File: config.mk
export PLATFORM = sky130hd
export DESIGN_NAME = wwd_top
export DESIGN_NICKNAME = d
export VERILOG_FILES = /design/src/shared/wwd_pkg.sv /design/src/rtl/wwd_low_power_rc_osc_div.sv /design/src/rtl/wwd_irq.sv /design/src/rtl/wwd_top.sv
export SDC_FILE = /design/constraint.sdc
export NUM_CORES = 1
export LEC_CHECK = 0
export BUFFER_PORTS_ARGS = -buffer_cell sky130_fd_sc_hd__buf_2
export CELL_PAD_IN_SITES_DETAIL_PLACEMENT = 1
export CELL_PAD_IN_SITES_GLOBAL_PLACEMENT = 1
export CORE_MARGIN = 2
export CORE_UTILIZATION = 48
export CTS_BUF_LIST = sky130_fd_sc_hd__clkbuf_8
export CTS_CLUSTER_DIAMETER = 100
export CTS_CLUSTER_SIZE = 16
export DETAILED_ROUTE_END_ITERATION = 16
export GPL_TIMING_DRIVEN = 0
export PLACE_DENSITY = 0.84
export SKIP_CTS_REPAIR_TIMING = 1
export SLEW_MARGIN = 20
export SYNTH_ARGS = -nofsm -noshare
export SYNTH_HDL_FRONTEND = slang
export SYNTH_SLANG_ARGS = --single-unit
File: constraint.sdc
create_clock -name ref_clk -period 7.6 [get_ports ref_clk]
set_input_delay 1.14 -clock ref_clk [delete_from_list [all_inputs] [get_ports ref_clk]]
set_output_delay 1.14 -clock ref_clk [all_outputs]
set_load 0.02 [all_outputs]
File: src/shared/wwd_pkg.sv
// constants, codes and carrier types of the windowed watchdog
// assumes a single 10 MHz core clock; all slower rates are enables
package wwd_pkg;

  // clock and oscillator rates
  localparam int CLK_HZ = 10_000_000;
  localparam int OSC_HZ = 31_000;
  // core cycles per oscillator tick, rounded down
  localparam int OSC_TICK_DIV = CLK_HZ / OSC_HZ;

  // prescaler ratios and the nominal base periods they give
  localparam int PRESC_SMALL   = 32;
  localparam int PRESC_LARGE   = 128;
  localparam int BASE_SMALL_US = 1000;
  localparam int BASE_LARGE_US = 4000;

  // counter spans 128 << 15 oscillator ticks
  localparam int CNT_W  = 22;
  localparam int APB_AW = 8;

  // register byte offsets
  localparam logic [APB_AW-1:0] OFF_RST_CTRL = 8'h00;
  localparam logic [APB_AW-1:0] OFF_ISTAT    = 8'h04;
  localparam logic [APB_AW-1:0] OFF_IMASK    = 8'h08;
  localparam logic [APB_AW-1:0] OFF_CFG      = 8'h0C;
  localparam logic [APB_AW-1:0] OFF_COUNT    = 8'h10;

  // reset_control_reg field positions
  localparam int RC_SWEN  = 5;
  localparam int RC_TO    = 4;
  localparam int RC_SLEEP = 3;
  localparam int RC_IDLE  = 2;

  // hw_enable_mode codes
  localparam logic [1:0] HWEN_OFF    = 2'h0;
  localparam logic [1:0] HWEN_ACTIVE = 2'h1;
  localparam logic [1:0] HWEN_SW     = 2'h2;
  localparam logic [1:0] HWEN_ON     = 2'h3;

  // interrupt status bit positions
  localparam int IRQ_TIMEOUT = 0;
  localparam int IRQ_EARLY   = 1;
  localparam int IRQ_WAKE    = 2;
  localparam int IRQ_N       = 3;

  // reset values
  localparam logic [IRQ_N-1:0] IMASK_RST = 3'h0;
  localparam logic [7:0]       CFG_RST   = 8'h00;

  // power state of the core
  typedef enum logic [2:0] {
    PM_RUN   = 3'b001,
    PM_SLEEP = 3'b010,
    PM_IDLE  = 3'b100
  } wwd_pmode_t;

  // watchdog configuration word
  typedef struct packed {
    logic       windowDisable;
    logic [1:0] hwEnableMode;
    logic       prescaleSelect;
    logic [3:0] postscaleSelect;
  } wwd_cfg_t;

  // apb request from the master
  typedef struct packed {
    logic              psel;
    logic              penable;
    logic              pwrite;
    logic [APB_AW-1:0] paddr;
    logic [31:0]       pwdata;
  } wwd_apb_req_t;

endpackage

File: src/rtl/wwd_low_power_rc_osc_div.sv
// oscillator tick generator: one-cycle enable at the low-power rc rate
// assumes ref_clk is the only clock; enable gates the oscillator
module wwd_osc_div
  import wwd_pkg::*;
#(
  parameter int DIV = OSC_TICK_DIV
) (
  input  wire logic ref_clk,
  input  wire logic rst_n,
  input  wire logic enable,
  output logic      tick
);

  if (DIV < 2 || DIV > 65535) begin : g_chk
    $error("wwd_osc_div: DIV out of range");
  end

  typedef struct packed {
    logic [15:0] cnt;
    logic        tick;
  } wwd_div_t;

  wwd_div_t s;
  wwd_div_t next_s;

  // oscillator stopped while disabled, so the phase restarts on enable
  always_comb begin
    next_s = s;
    next_s.tick = 1'b0;
    if (!enable) begin
      next_s.cnt = 16'h0000;
    end else if (s.cnt == 16'(DIV - 1)) begin
      next_s.cnt = 16'h0000;
      next_s.tick = 1'b1;
    end else begin
      next_s.cnt = s.cnt + 16'h0001;
    end
  end

  always_ff @(posedge ref_clk or negedge rst_n) begin
    if (!rst_n) begin
      s <= '0;
    end else begin
      s <= next_s;
    end
  end

  assign tick = s.tick;

endmodule // wwd_osc_div

File: src/rtl/wwd_irq.sv
// sticky interrupt status, read-to-clear, with mask and one level output
// assumes clear requests only name bits that software has already seen
module wwd_irq
  import wwd_pkg::*;
#(
  parameter int N = IRQ_N
) (
  input  wire logic         ref_clk,
  input  wire logic         rst_n,
  input  wire logic [N-1:0] evt,
  input  wire logic         rdClr,
  input  wire logic [N-1:0] clrMask,
  input  wire logic         maskWe,
  input  wire logic [N-1:0] maskWdata,
  output logic      [N-1:0] status,
  output logic      [N-1:0] mask,
  output logic              irq
);

  if (N < 1 || N > 32) begin : g_chk
    $error("wwd_irq: N out of range");
  end

  typedef struct packed {
    logic [N-1:0] status;
    logic [N-1:0] mask;
  } wwd_irq_st_t;

  wwd_irq_st_t s;
  wwd_irq_st_t next_s;

  // clearing only the bits read keeps an event of the same edge; set wins
  always_comb begin
    next_s = s;
    if (rdClr) begin
      next_s.status = s.status & ~clrMask;
    end
    next_s.status = next_s.status | evt;
    if (maskWe) begin
      next_s.mask = maskWdata;
    end
  end

  always_ff @(posedge ref_clk or negedge rst_n) begin
    if (!rst_n) begin
      s <= '{status: '0, mask: N'(IMASK_RST)};
    end else begin
      s <= next_s;
    end
  end

  assign status = s.status;
  assign mask   = s.mask;
  assign irq    = |(s.status & s.mask);

endmodule // wwd_irq

File: src/rtl/wwd_top.sv
// windowed watchdog timer with apb registers and core event inputs
// assumes core ops are one-cycle pulses synchronous to ref_clk, that
// wdtResetReq resets the rest of the device and that rst_n is power-on
// only, so the time-out flag outlives the reset it requests
//
// Local design decisions: the register offsets and the APB slave port.
module wwd_top
  import wwd_pkg::*;
#(
  parameter int OSC_DIV = OSC_TICK_DIV
) (
  input  wire logic         ref_clk,
  input  wire logic         rst_n,
  input  wire wwd_apb_req_t apbReq,
  output logic [31:0]       prdata,
  output logic              pready,
  output logic              pslverr,
  input  wire wwd_cfg_t     wdtConfigWord,
  input  wire logic         watchdogClearOp,
  input  wire logic         powerSaveOp,
  input  wire logic         powerSaveIdle,
  input  wire logic         wakeEvent,
  input  wire logic         oscSwitchDone,
  output logic              wdtResetReq,
  output logic              wakeReq,
  output logic              lowPowerRcOscOn,
  output logic              irq
);

  if (OSC_DIV < 2) begin : g_chk
    $error("wwd_top: OSC_DIV too small");
  end

  typedef struct packed {
    wwd_pmode_t       mode;
    logic [CNT_W-1:0] count;
    wwd_cfg_t         cfg;
    logic             cfgLoaded;
    logic             swEnable;
    logic             toFlag;
    logic             sleepSt;
    logic             idleSt;
    logic             resetReq;
    logic             wakeReq;
    logic [31:0]      prdata;
  } wwd_state_t;

  // full period in oscillator ticks: prescale << postscale
  function automatic logic [CNT_W:0] periodOf(wwd_cfg_t c);
    logic [CNT_W:0] base;
    base = c.prescaleSelect ? (CNT_W+1)'(PRESC_LARGE)
                            : (CNT_W+1)'(PRESC_SMALL);
    return base << c.postscaleSelect;
  endfunction

  // enable decode from hw mode, sw bit and power state
  function automatic logic wdtOn(logic [1:0] hw, logic sw, wwd_pmode_t m);
    case (hw)
      HWEN_ON:     return 1'b1;
      HWEN_SW:     return sw;
      HWEN_ACTIVE: return m != PM_SLEEP;
      default:     return 1'b0;
    endcase
  endfunction

  function automatic logic addrHit(logic [APB_AW-1:0] a);
    return a == OFF_RST_CTRL || a == OFF_ISTAT || a == OFF_IMASK
        || a == OFF_CFG || a == OFF_COUNT;
  endfunction

  wwd_state_t s;
  wwd_state_t next_s;

  logic             on;
  logic             tick;
  logic [CNT_W:0]   period;
  logic [CNT_W:0]   winStart;
  logic [CNT_W-1:0] lastTick;
  logic             timeout;
  logic             early;
  logic             setup;
  logic             acc;
  logic             wrRstCtrl;
  logic             swFlagClr;
  logic [IRQ_N-1:0] evt;
  logic [IRQ_N-1:0] irqStatus;
  logic [IRQ_N-1:0] irqMask;
  logic [31:0]      rdMux;

  // timing figures derived from the sampled configuration
  assign on       = s.cfgLoaded && wdtOn(s.cfg.hwEnableMode, s.swEnable, s.mode);
  assign period   = periodOf(s.cfg);
  assign winStart = period - (period >> 2);
  assign lastTick = CNT_W'(period - 1'b1);
  assign timeout  = on && tick && s.count == lastTick;
  // early only while enabled, so a disabled watchdog ignores it
  assign early    = on && !s.cfg.windowDisable
                    && {1'b0, s.count} < winStart;

  // apb phases; zero wait states
  assign setup     = apbReq.psel && !apbReq.penable;
  assign acc       = apbReq.psel && apbReq.penable;
  assign wrRstCtrl = acc && apbReq.pwrite && apbReq.paddr == OFF_RST_CTRL;
  assign swFlagClr = wrRstCtrl && !apbReq.pwdata[RC_TO];
  assign pready    = 1'b1;
  assign pslverr   = acc && !addrHit(apbReq.paddr);

  // read data chosen at the setup edge so it is stable in the access phase
  always_comb begin
    rdMux = 32'h0000_0000;
    case (apbReq.paddr)
      OFF_RST_CTRL: begin
        rdMux[RC_SWEN]  = s.swEnable;
        rdMux[RC_TO]    = s.toFlag;
        rdMux[RC_SLEEP] = s.sleepSt;
        rdMux[RC_IDLE]  = s.idleSt;
      end
      OFF_ISTAT: rdMux[IRQ_N-1:0] = irqStatus;
      OFF_IMASK: rdMux[IRQ_N-1:0] = irqMask;
      OFF_CFG:   rdMux[9:0] = {on, ({1'b0, s.count} >= winStart), s.cfg};
      OFF_COUNT: rdMux[CNT_W-1:0] = s.count;
      default:   rdMux = 32'h0000_0000;
    endcase
  end

  // next state: bus writes first, hardware events after so a set wins
  always_comb begin
    next_s = s;
    next_s.resetReq = 1'b0;
    next_s.wakeReq = 1'b0;
    evt = '0;
    // configuration caught once after reset, then frozen
    if (!s.cfgLoaded) begin
      next_s.cfg = wdtConfigWord;
      next_s.cfgLoaded = 1'b1;
    end
    if (setup) begin
      next_s.prdata = rdMux;
    end
    // status bits are only cleared by software writing zero
    if (wrRstCtrl) begin
      next_s.swEnable = apbReq.pwdata[RC_SWEN];
      if (swFlagClr) begin
        next_s.toFlag = 1'b0;
      end
      if (!apbReq.pwdata[RC_SLEEP]) begin
        next_s.sleepSt = 1'b0;
      end
      if (!apbReq.pwdata[RC_IDLE]) begin
        next_s.idleSt = 1'b0;
      end
    end
    // a disabled watchdog restarts from zero when enabled again
    if (!on) begin
      next_s.count = '0;
    end else if (tick) begin
      next_s.count = CNT_W'(s.count + 1'b1);
    end
    case (s.mode)
      PM_RUN: begin
        if (watchdogClearOp) begin
          if (early) begin
            next_s.resetReq = 1'b1;
            next_s.toFlag = 1'b1;
            next_s.swEnable = 1'b0;
            evt[IRQ_EARLY] = 1'b1;
          end
          next_s.count = '0;
        end else if (timeout) begin
          next_s.resetReq = 1'b1;
          next_s.toFlag = 1'b1;
          // the requested reset is a device reset, so the enable drops
          next_s.swEnable = 1'b0;
          next_s.count = '0;
          evt[IRQ_TIMEOUT] = 1'b1;
        end
        if (powerSaveOp) begin
          next_s.mode = powerSaveIdle ? PM_IDLE : PM_SLEEP;
          next_s.idleSt = next_s.idleSt | powerSaveIdle;
          next_s.sleepSt = next_s.sleepSt | !powerSaveIdle;
          next_s.count = '0;
        end
      end
      PM_SLEEP, PM_IDLE: begin
        // a time-out in power-save wakes rather than resets
        if (timeout) begin
          next_s.wakeReq = 1'b1;
          next_s.toFlag = 1'b1;
          next_s.mode = PM_RUN;
          next_s.count = '0;
          evt[IRQ_TIMEOUT] = 1'b1;
          evt[IRQ_WAKE] = 1'b1;
        end else if (wakeEvent) begin
          next_s.mode = PM_RUN;
          next_s.count = '0;
        end
      end
      default: begin
        next_s.mode = PM_RUN;
      end
    endcase
    if (oscSwitchDone) begin
      next_s.count = '0;
    end
  end

  // asynchronous reset clears every counter and the sw enable
  always_ff @(posedge ref_clk or negedge rst_n) begin
    if (!rst_n) begin
      s <= '{mode: PM_RUN, count: '0, cfg: wwd_cfg_t'(CFG_RST),
             cfgLoaded: 1'b0, swEnable: 1'b0, toFlag: 1'b0,
             sleepSt: 1'b0, idleSt: 1'b0, resetReq: 1'b0,
             wakeReq: 1'b0, prdata: 32'h0000_0000};
    end else begin
      s <= next_s;
    end
  end

  // oscillator runs only while the watchdog is enabled
  wwd_osc_div #(
    .DIV(OSC_DIV)
  ) u_div (
    .ref_clk(ref_clk),
    .rst_n  (rst_n),
    .enable (on),
    .tick   (tick)
  );

  // only status bits shown by the setup read are cleared at the access edge
  wwd_irq #(
    .N(IRQ_N)
  ) u_irq (
    .ref_clk  (ref_clk),
    .rst_n    (rst_n),
    .evt      (evt),
    .rdClr    (acc && !apbReq.pwrite && apbReq.paddr == OFF_ISTAT),
    .clrMask  (s.prdata[IRQ_N-1:0]),
    .maskWe   (acc && apbReq.pwrite && apbReq.paddr == OFF_IMASK),
    .maskWdata(apbReq.pwdata[IRQ_N-1:0]),
    .status   (irqStatus),
    .mask     (irqMask),
    .irq      (irq)
  );

  assign prdata          = s.prdata;
  assign wdtResetReq     = s.resetReq;
  assign wakeReq         = s.wakeReq;
  assign lowPowerRcOscOn = on;
endmodule // wwd_top

* Word level (Yosys, flattened, before mapping)
Cells that the tools add are included.
** Word-level totals
- Bits in registers :: 85
- Input port bits :: 58
- Output and inout bits :: 38
** Cells by class
- Add/sub/neg operators :: 4
- $lt $le $gt $ge :: 2
- Equality and inequality tests :: 15
- Shift operators :: 1
- Mux-type cells :: 43
- Bitwise logic cells :: 6
- Reductions and logical operators :: 28
** Operators with widths (count)
- 2-to-1 mux 22 bit :: 5
- 2-to-1 mux 25 bit :: 3
- one-hot mux 22 bit (2 select lines) :: 1
- 2-to-1 mux 16 bit :: 2
- greater-or-equal comparator 22 x 23 -> 1 bit :: 1
- less-than comparator 22 x 23 -> 1 bit :: 1
- left shift 8 x 4 -> 23 bit :: 1
- subtractor 23 x 21 -> 23 bit :: 1
- adder 22 x 1 -> 22 bit (second input constant) :: 1
- equality test 22 bit :: 1
- subtractor 22 x 1 -> 22 bit (second input constant) :: 1
- adder 16 x 1 -> 16 bit (second input constant) :: 1
- equality test 16 x 9 -> 1 bit (second input constant) :: 1
- equality test 8 x 4 -> 1 bit (second input constant) :: 2
- logical AND 1 bit :: 14
- 2-to-1 mux 1 bit :: 14
- 2-to-1 mux 12 bit :: 1
- 2-to-1 mux 3 bit :: 3
- one-hot mux 3 bit (3 select lines) :: 1
- equality test 8 x 3 -> 1 bit (second input constant) :: 1
- equality test 8 x 5 -> 1 bit (second input constant) :: 1
- logical NOT 8 bit :: 1
- 2-to-1 mux 2 bit :: 4
- 2-to-1 mux 8 bit :: 1
- other kinds (24) :: 36

* Logic depth before layout (Yosys ltp)
- Depth in word-level cells :: 10
- Depth in mapped cells :: 22
- Mapped depth without buffers :: 21

* Hierarchy
From an unflattened synthesis, not the netlist that was laid out.
** Second synthesis, totals
- Cell total of the unflattened synthesis :: 740
- Area total of the unflattened synthesis :: 6356.1 µm²
** By module, submodules not included
- wwd_top :: instances 1, cells an instance 638, area each 5277.6 µm²
- wwd_osc_div :: instances 1, cells an instance 85, area each 847.1 µm²
- wwd_irq :: instances 1, cells an instance 17, area each 231.5 µm²

* Worst setup path after synthesis
Ideal clock, no wire load.
- Path kind :: flip-flop to flip-flop
- From :: register s[40] (netlist bit)
- To :: register s[36] (netlist bit)
- Library setup time :: 0.145 ns
- Data arrival time :: 4.117 ns
- Path slack :: 3.338 ns
- Cell stages (with the launch flop) :: 21
- Buffers on the path :: 1
- Path through :: dfrtp_1 > buf_6 > or3b_1 > nand2_1 > nand2_1 > inv_1 > ha_1 > a2111oi_0 > o21ai_0 > a41oi_1 > o21ai_0 > nand4_1 > nand4b_1 > a21oi_1 > xor2_1 > ha_1 > nand2_1 > a2111oi_0 > a211oi_1 > o21ai_0 > o211ai_2
** RTL lines
- start, declared :: line wwd_top.sv:71 : wwd_state_t s;
- start signal, assigned :: line wwd_top.sv:210 : s <= '{mode: PM_RUN, count: '0, cfg: wwd_cfg_t'(CFG_RST),
- start signal, assigned :: line wwd_top.sv:215 : s <= next_s;

==> qor.yml <==
clkPwrFrac_pct: 28.5
cp-end-kind: "flip-flop"
vias: 5495
drc: 0
status: "complete, no violations"
vias_per_cell: 5.647
synth_warnings: 0
grt-ovfl-total: 0
finalMaxSlewViolations: 0
ant_nets: 0
clk_pin_slew_worst_paths_ps: 100
path_max_fanout: 10
p_per_area_nw_per_um2: 176.6
slew_headroom_pct: 33.60
p_int_uw: 794.4
hpwl_mm: 14.28
irDropWorstVdd_uv: 123.3
drtPass1Iterations: 6
clock-root-buffer: "clkbuf_8"
clock_latency_ps: 390
drt-initial-drc-count: 340
seqPwrFrac_pct: 38.7
worstPathArrival_ps: 6230
critPathKind: "reg2reg"
tns_ps: 0
finalCriticalPeriod_ps: 5949
worst_slew_pin_slew_ps: 986.9
final-hold-violation-count: 0
syn_area_um2: 6212
timing.fmax_ghz: 0.1681
die_area_um2: 13870
syn2layout_area_growth_pct: 12.57
critPathLaunchType: "flip-flop"
synth_cell_types: 74
async_reset_ff_share_pct: 100.0
slowest_delay_ps: 830
rsz0062_at_grt: "false"
critical_path.top_delay_family: "compound AO/OA/AOI/OAI gates"
die_y_um: 117.8
worstPathCellList: "buf_6 -> clkbuf_1 -> nor4_1 -> nand2_1 -> inv_1 -> ha_1 -> o21ai_0 -> o21ai_0 -> a41oi_1 -> o21ai_0 -> a21o_1 -> a21oi_1 -> xor2_1 -> ha_1 -> a21oi_1 -> o21ai_0 -> a21oi_1 -> nor2b_1 -> a211oi_1 -> o21ai_0 -> o211a_1"
p_sw_share_pct: 35.66
route.detailed.wl_per_inst_um: 18.57
syn_inst: 716
finalSetupViolations: 0
htree_num_levels: 3
grt_antenna_before_repair: 0
pwr-share-comb_pct: 32.8
drive_gt1_share_pct: 18.35
power_mw: 1.235
critPathSlowestCell: "nor4_1"
n_fill_cell: 1551
postSynthAreaPerCell_um2: 8.676
io_pins: 96
grt_start_max_net_pins: 59
die_w_um: 117.8
grt_pass1_vias: 5983
clock_sinks: 85
start_util_pct: 49.23
ys_dominant_reg_cell: "dfrtp_1"
synth_edf_count: 0
skew_ps: 17.48
clk_path_buf_depth: 2
ys_seq_area_share_pct: 34.26
rows: 41
insertedDiodeCount: 0
fin_crit_sh_pct: 78.27
wirelength_mm: 18.07
hp-class: "reg2reg"
nets: 895
synth_seq_cells: 85
leakage_nw: 3.349
p_switching_uw: 440.3
io_buffers: 58
crit_top_cell: "o21ai_0"
cts_buffers: 9
cts_tree: "done"
grt_pass1_wl_mm: 29.82
worstPathRequired_ps: 7880
grt_usage_pct: 26.49
path_buf_inv: 3
maxCapViolCount: 0
core_area_um2: 12620
gp_congestion: 0.9773
cells by family after synthesis:
logic type	share of synthesized area [%]
AO/OA/AOI/OAI	14.64
flip-flops	34.26
adder cells (fa/ha/maj)	8.258
XOR/XNOR	9.950
AND/OR/NAND/NOR	20.42
multiplexers	2.860
other	0.1209
buffers and inverters	9.486
layout make-up:
| type | instances | area [µm²] | area share (%) |
|---|---|---|---|
| tap | 172 | 215.2 | 3.077 |
| buffer | 64 | 442.9 | 6.334 |
| inverter | 39 | 146.4 | 2.093 |
| multi-input combinational | 538 | 3532 | 50.51 |
| clock buffer | 10 | 137.6 | 1.968 |
| clock inverter | 6 | 70.07 | 1.002 |
| sequential | 85 | 2128 | 30.43 |
| timing repair buffer | 59 | 320.3 | 4.580 |
power groups by stage:
stage	logic (mW)	clock network (mW)	registers (mW)
2_1_floorplan	0.289	0	0.483
3_3_place_gp	0.375	0	0.485
3_5_place_dp	0.399	0	0.487
4_1_cts	0.402	0.357	0.478
5_1_grt	0.447	0.376	0.480
6_report	0.404	0.352	0.478
metrics by stage:
stage / instance area (µm²) / util [%] / cells / setup slack [ps] / hold WS [ps]
after floorplan: 6250 / - / 726 / 3338 / 451.0
after global placement: 6755 / 53.53 / 956 / 2079 / 464.6
after detailed placement: 6785 / 53.77 / 957 / 1895 / 485.0
after CTS: 6993 / 55.41 / 973 / 1790 / 505.6
after global routing: 6993 / 55.41 / 973 / 1395 / 541.6
final: 6993 / 55.41 / 973 / 1651 / 501.5
cell usage in the layout, fill, tap and decap left out, types with 12 or more instances in the layout:
| cell type | count |
|---|---|
| inv_1 | 40 |
| nor2_1 | 71 |
| dfrtp_1 | 84 |
| o21ai_0 | 46 |
| buf_4 | 36 |
| nand4_1 | 13 |
| nand2_1 | 83 |
| mux2_2 | 14 |
| a21oi_1 | 28 |
| clkbuf_1 | 19 |
| buf_2 | 58 |
| conb_1 | 12 |
| ha_1 | 41 |
| xnor2_1 | 28 |
| nand3_1 | 23 |
| xor2_1 | 40 |
| and3_1 | 13 |
path summary, 6_finish.rpt:
path / startpoint / slack (ps) / cells past startpoint / endpoint
worst max-delay path: s[41]$_DFFE_PN0N_ / 1650 / 21 / s[37]$_DFF_PN0_
worst min-delay path: prdata[12]$_DFFE_PN0P_ / 500 / 2 / prdata[12]$_DFFE_PN0P_
worst max register to register: s[41]$_DFFE_PN0N_ / 1650 / 21 / s[37]$_DFF_PN0_
worst min register to register: prdata[12]$_DFFE_PN0P_ / 500 / 2 / prdata[12]$_DFFE_PN0P_
max in group asynchronous: rst_n / 6300 / 2 / prdata[18]$_DFFE_PN0P_
min in group asynchronous: rst_n / 670 / 1 / u_div.s[11]$_DFF_PN0_
layer usage:
| layer | GRT usage (%) | vias to the layer above | wire length [µm] |
|---|---|---|---|
| li1 | - | 2607 | - |
| met1 | 33.30 | 2732 | 7894 |
| met2 | 46.29 | 129 | 8981 |
| met3 | 4.797 | 27 | 810 |
| met4 | 8.057 | 0 | 379 |
| met5 | 0 | - | 0 |
registers in the layout, summed over array words and instances, names as in the netlist:
signal,flops
u_irq.mask,3
s,38
wakeReq,1
wdtResetReq,1
prdata,22
u_div.tick,1
u_div.s,16
u_irq.status,3
worst register-to-register path, stage by stage (launching register included):
cell and delay (ps):
dfrtp_1 400, buf_6 140, clkbuf_1 280, nor4_1 830, nand2_1 250, inv_1 110, ha_1 300, o21ai_0 310
o21ai_0 180, a41oi_1 400, o21ai_0 280, a21o_1 240, a21oi_1 170, xor2_1 170, ha_1 260, a21oi_1 160
o21ai_0 110, a21oi_1 150, nor2b_1 60, a211oi_1 450, o21ai_0 380, o211a_1 200
synth_stat cells, drive strengths merged, types with 2 or more instances:
cell	n	area (µm²)
a222oi	7	70.07
clkbuf	20	85.08
nand3	23	115.1
a22oi	3	22.52
nor3	11	55.05
a21o	13	100.1
nand2	83	311.6
nand4	13	81.33
conb	2	7.510
or4	4	37.53
nand2b	5	31.28
nor2	73	284.0
xor2	40	350.3
dfrtp	84	2102
nand4b	2	17.52
a31oi	3	18.77
mux2	14	157.7
a21oi	28	140.1
and2	8	51.31
buf	44	357.8
xnor2	28	245.2
o21ai	47	235.2
and4	5	43.79
inv	39	146.4
nor4	6	37.54
o211ai	4	40.03
nor4b	3	26.28
or3	2	13.77
and3	14	88.84
a2111oi	3	26.28
nor3b	3	22.52
o31ai	2	15.01
mux2i	2	20.02
ha	41	513.0
o22ai	2	12.51
a211oi	8	60.06
o21bai	3	22.52
No activity file was read; power rests on OpenSTA's default activity.
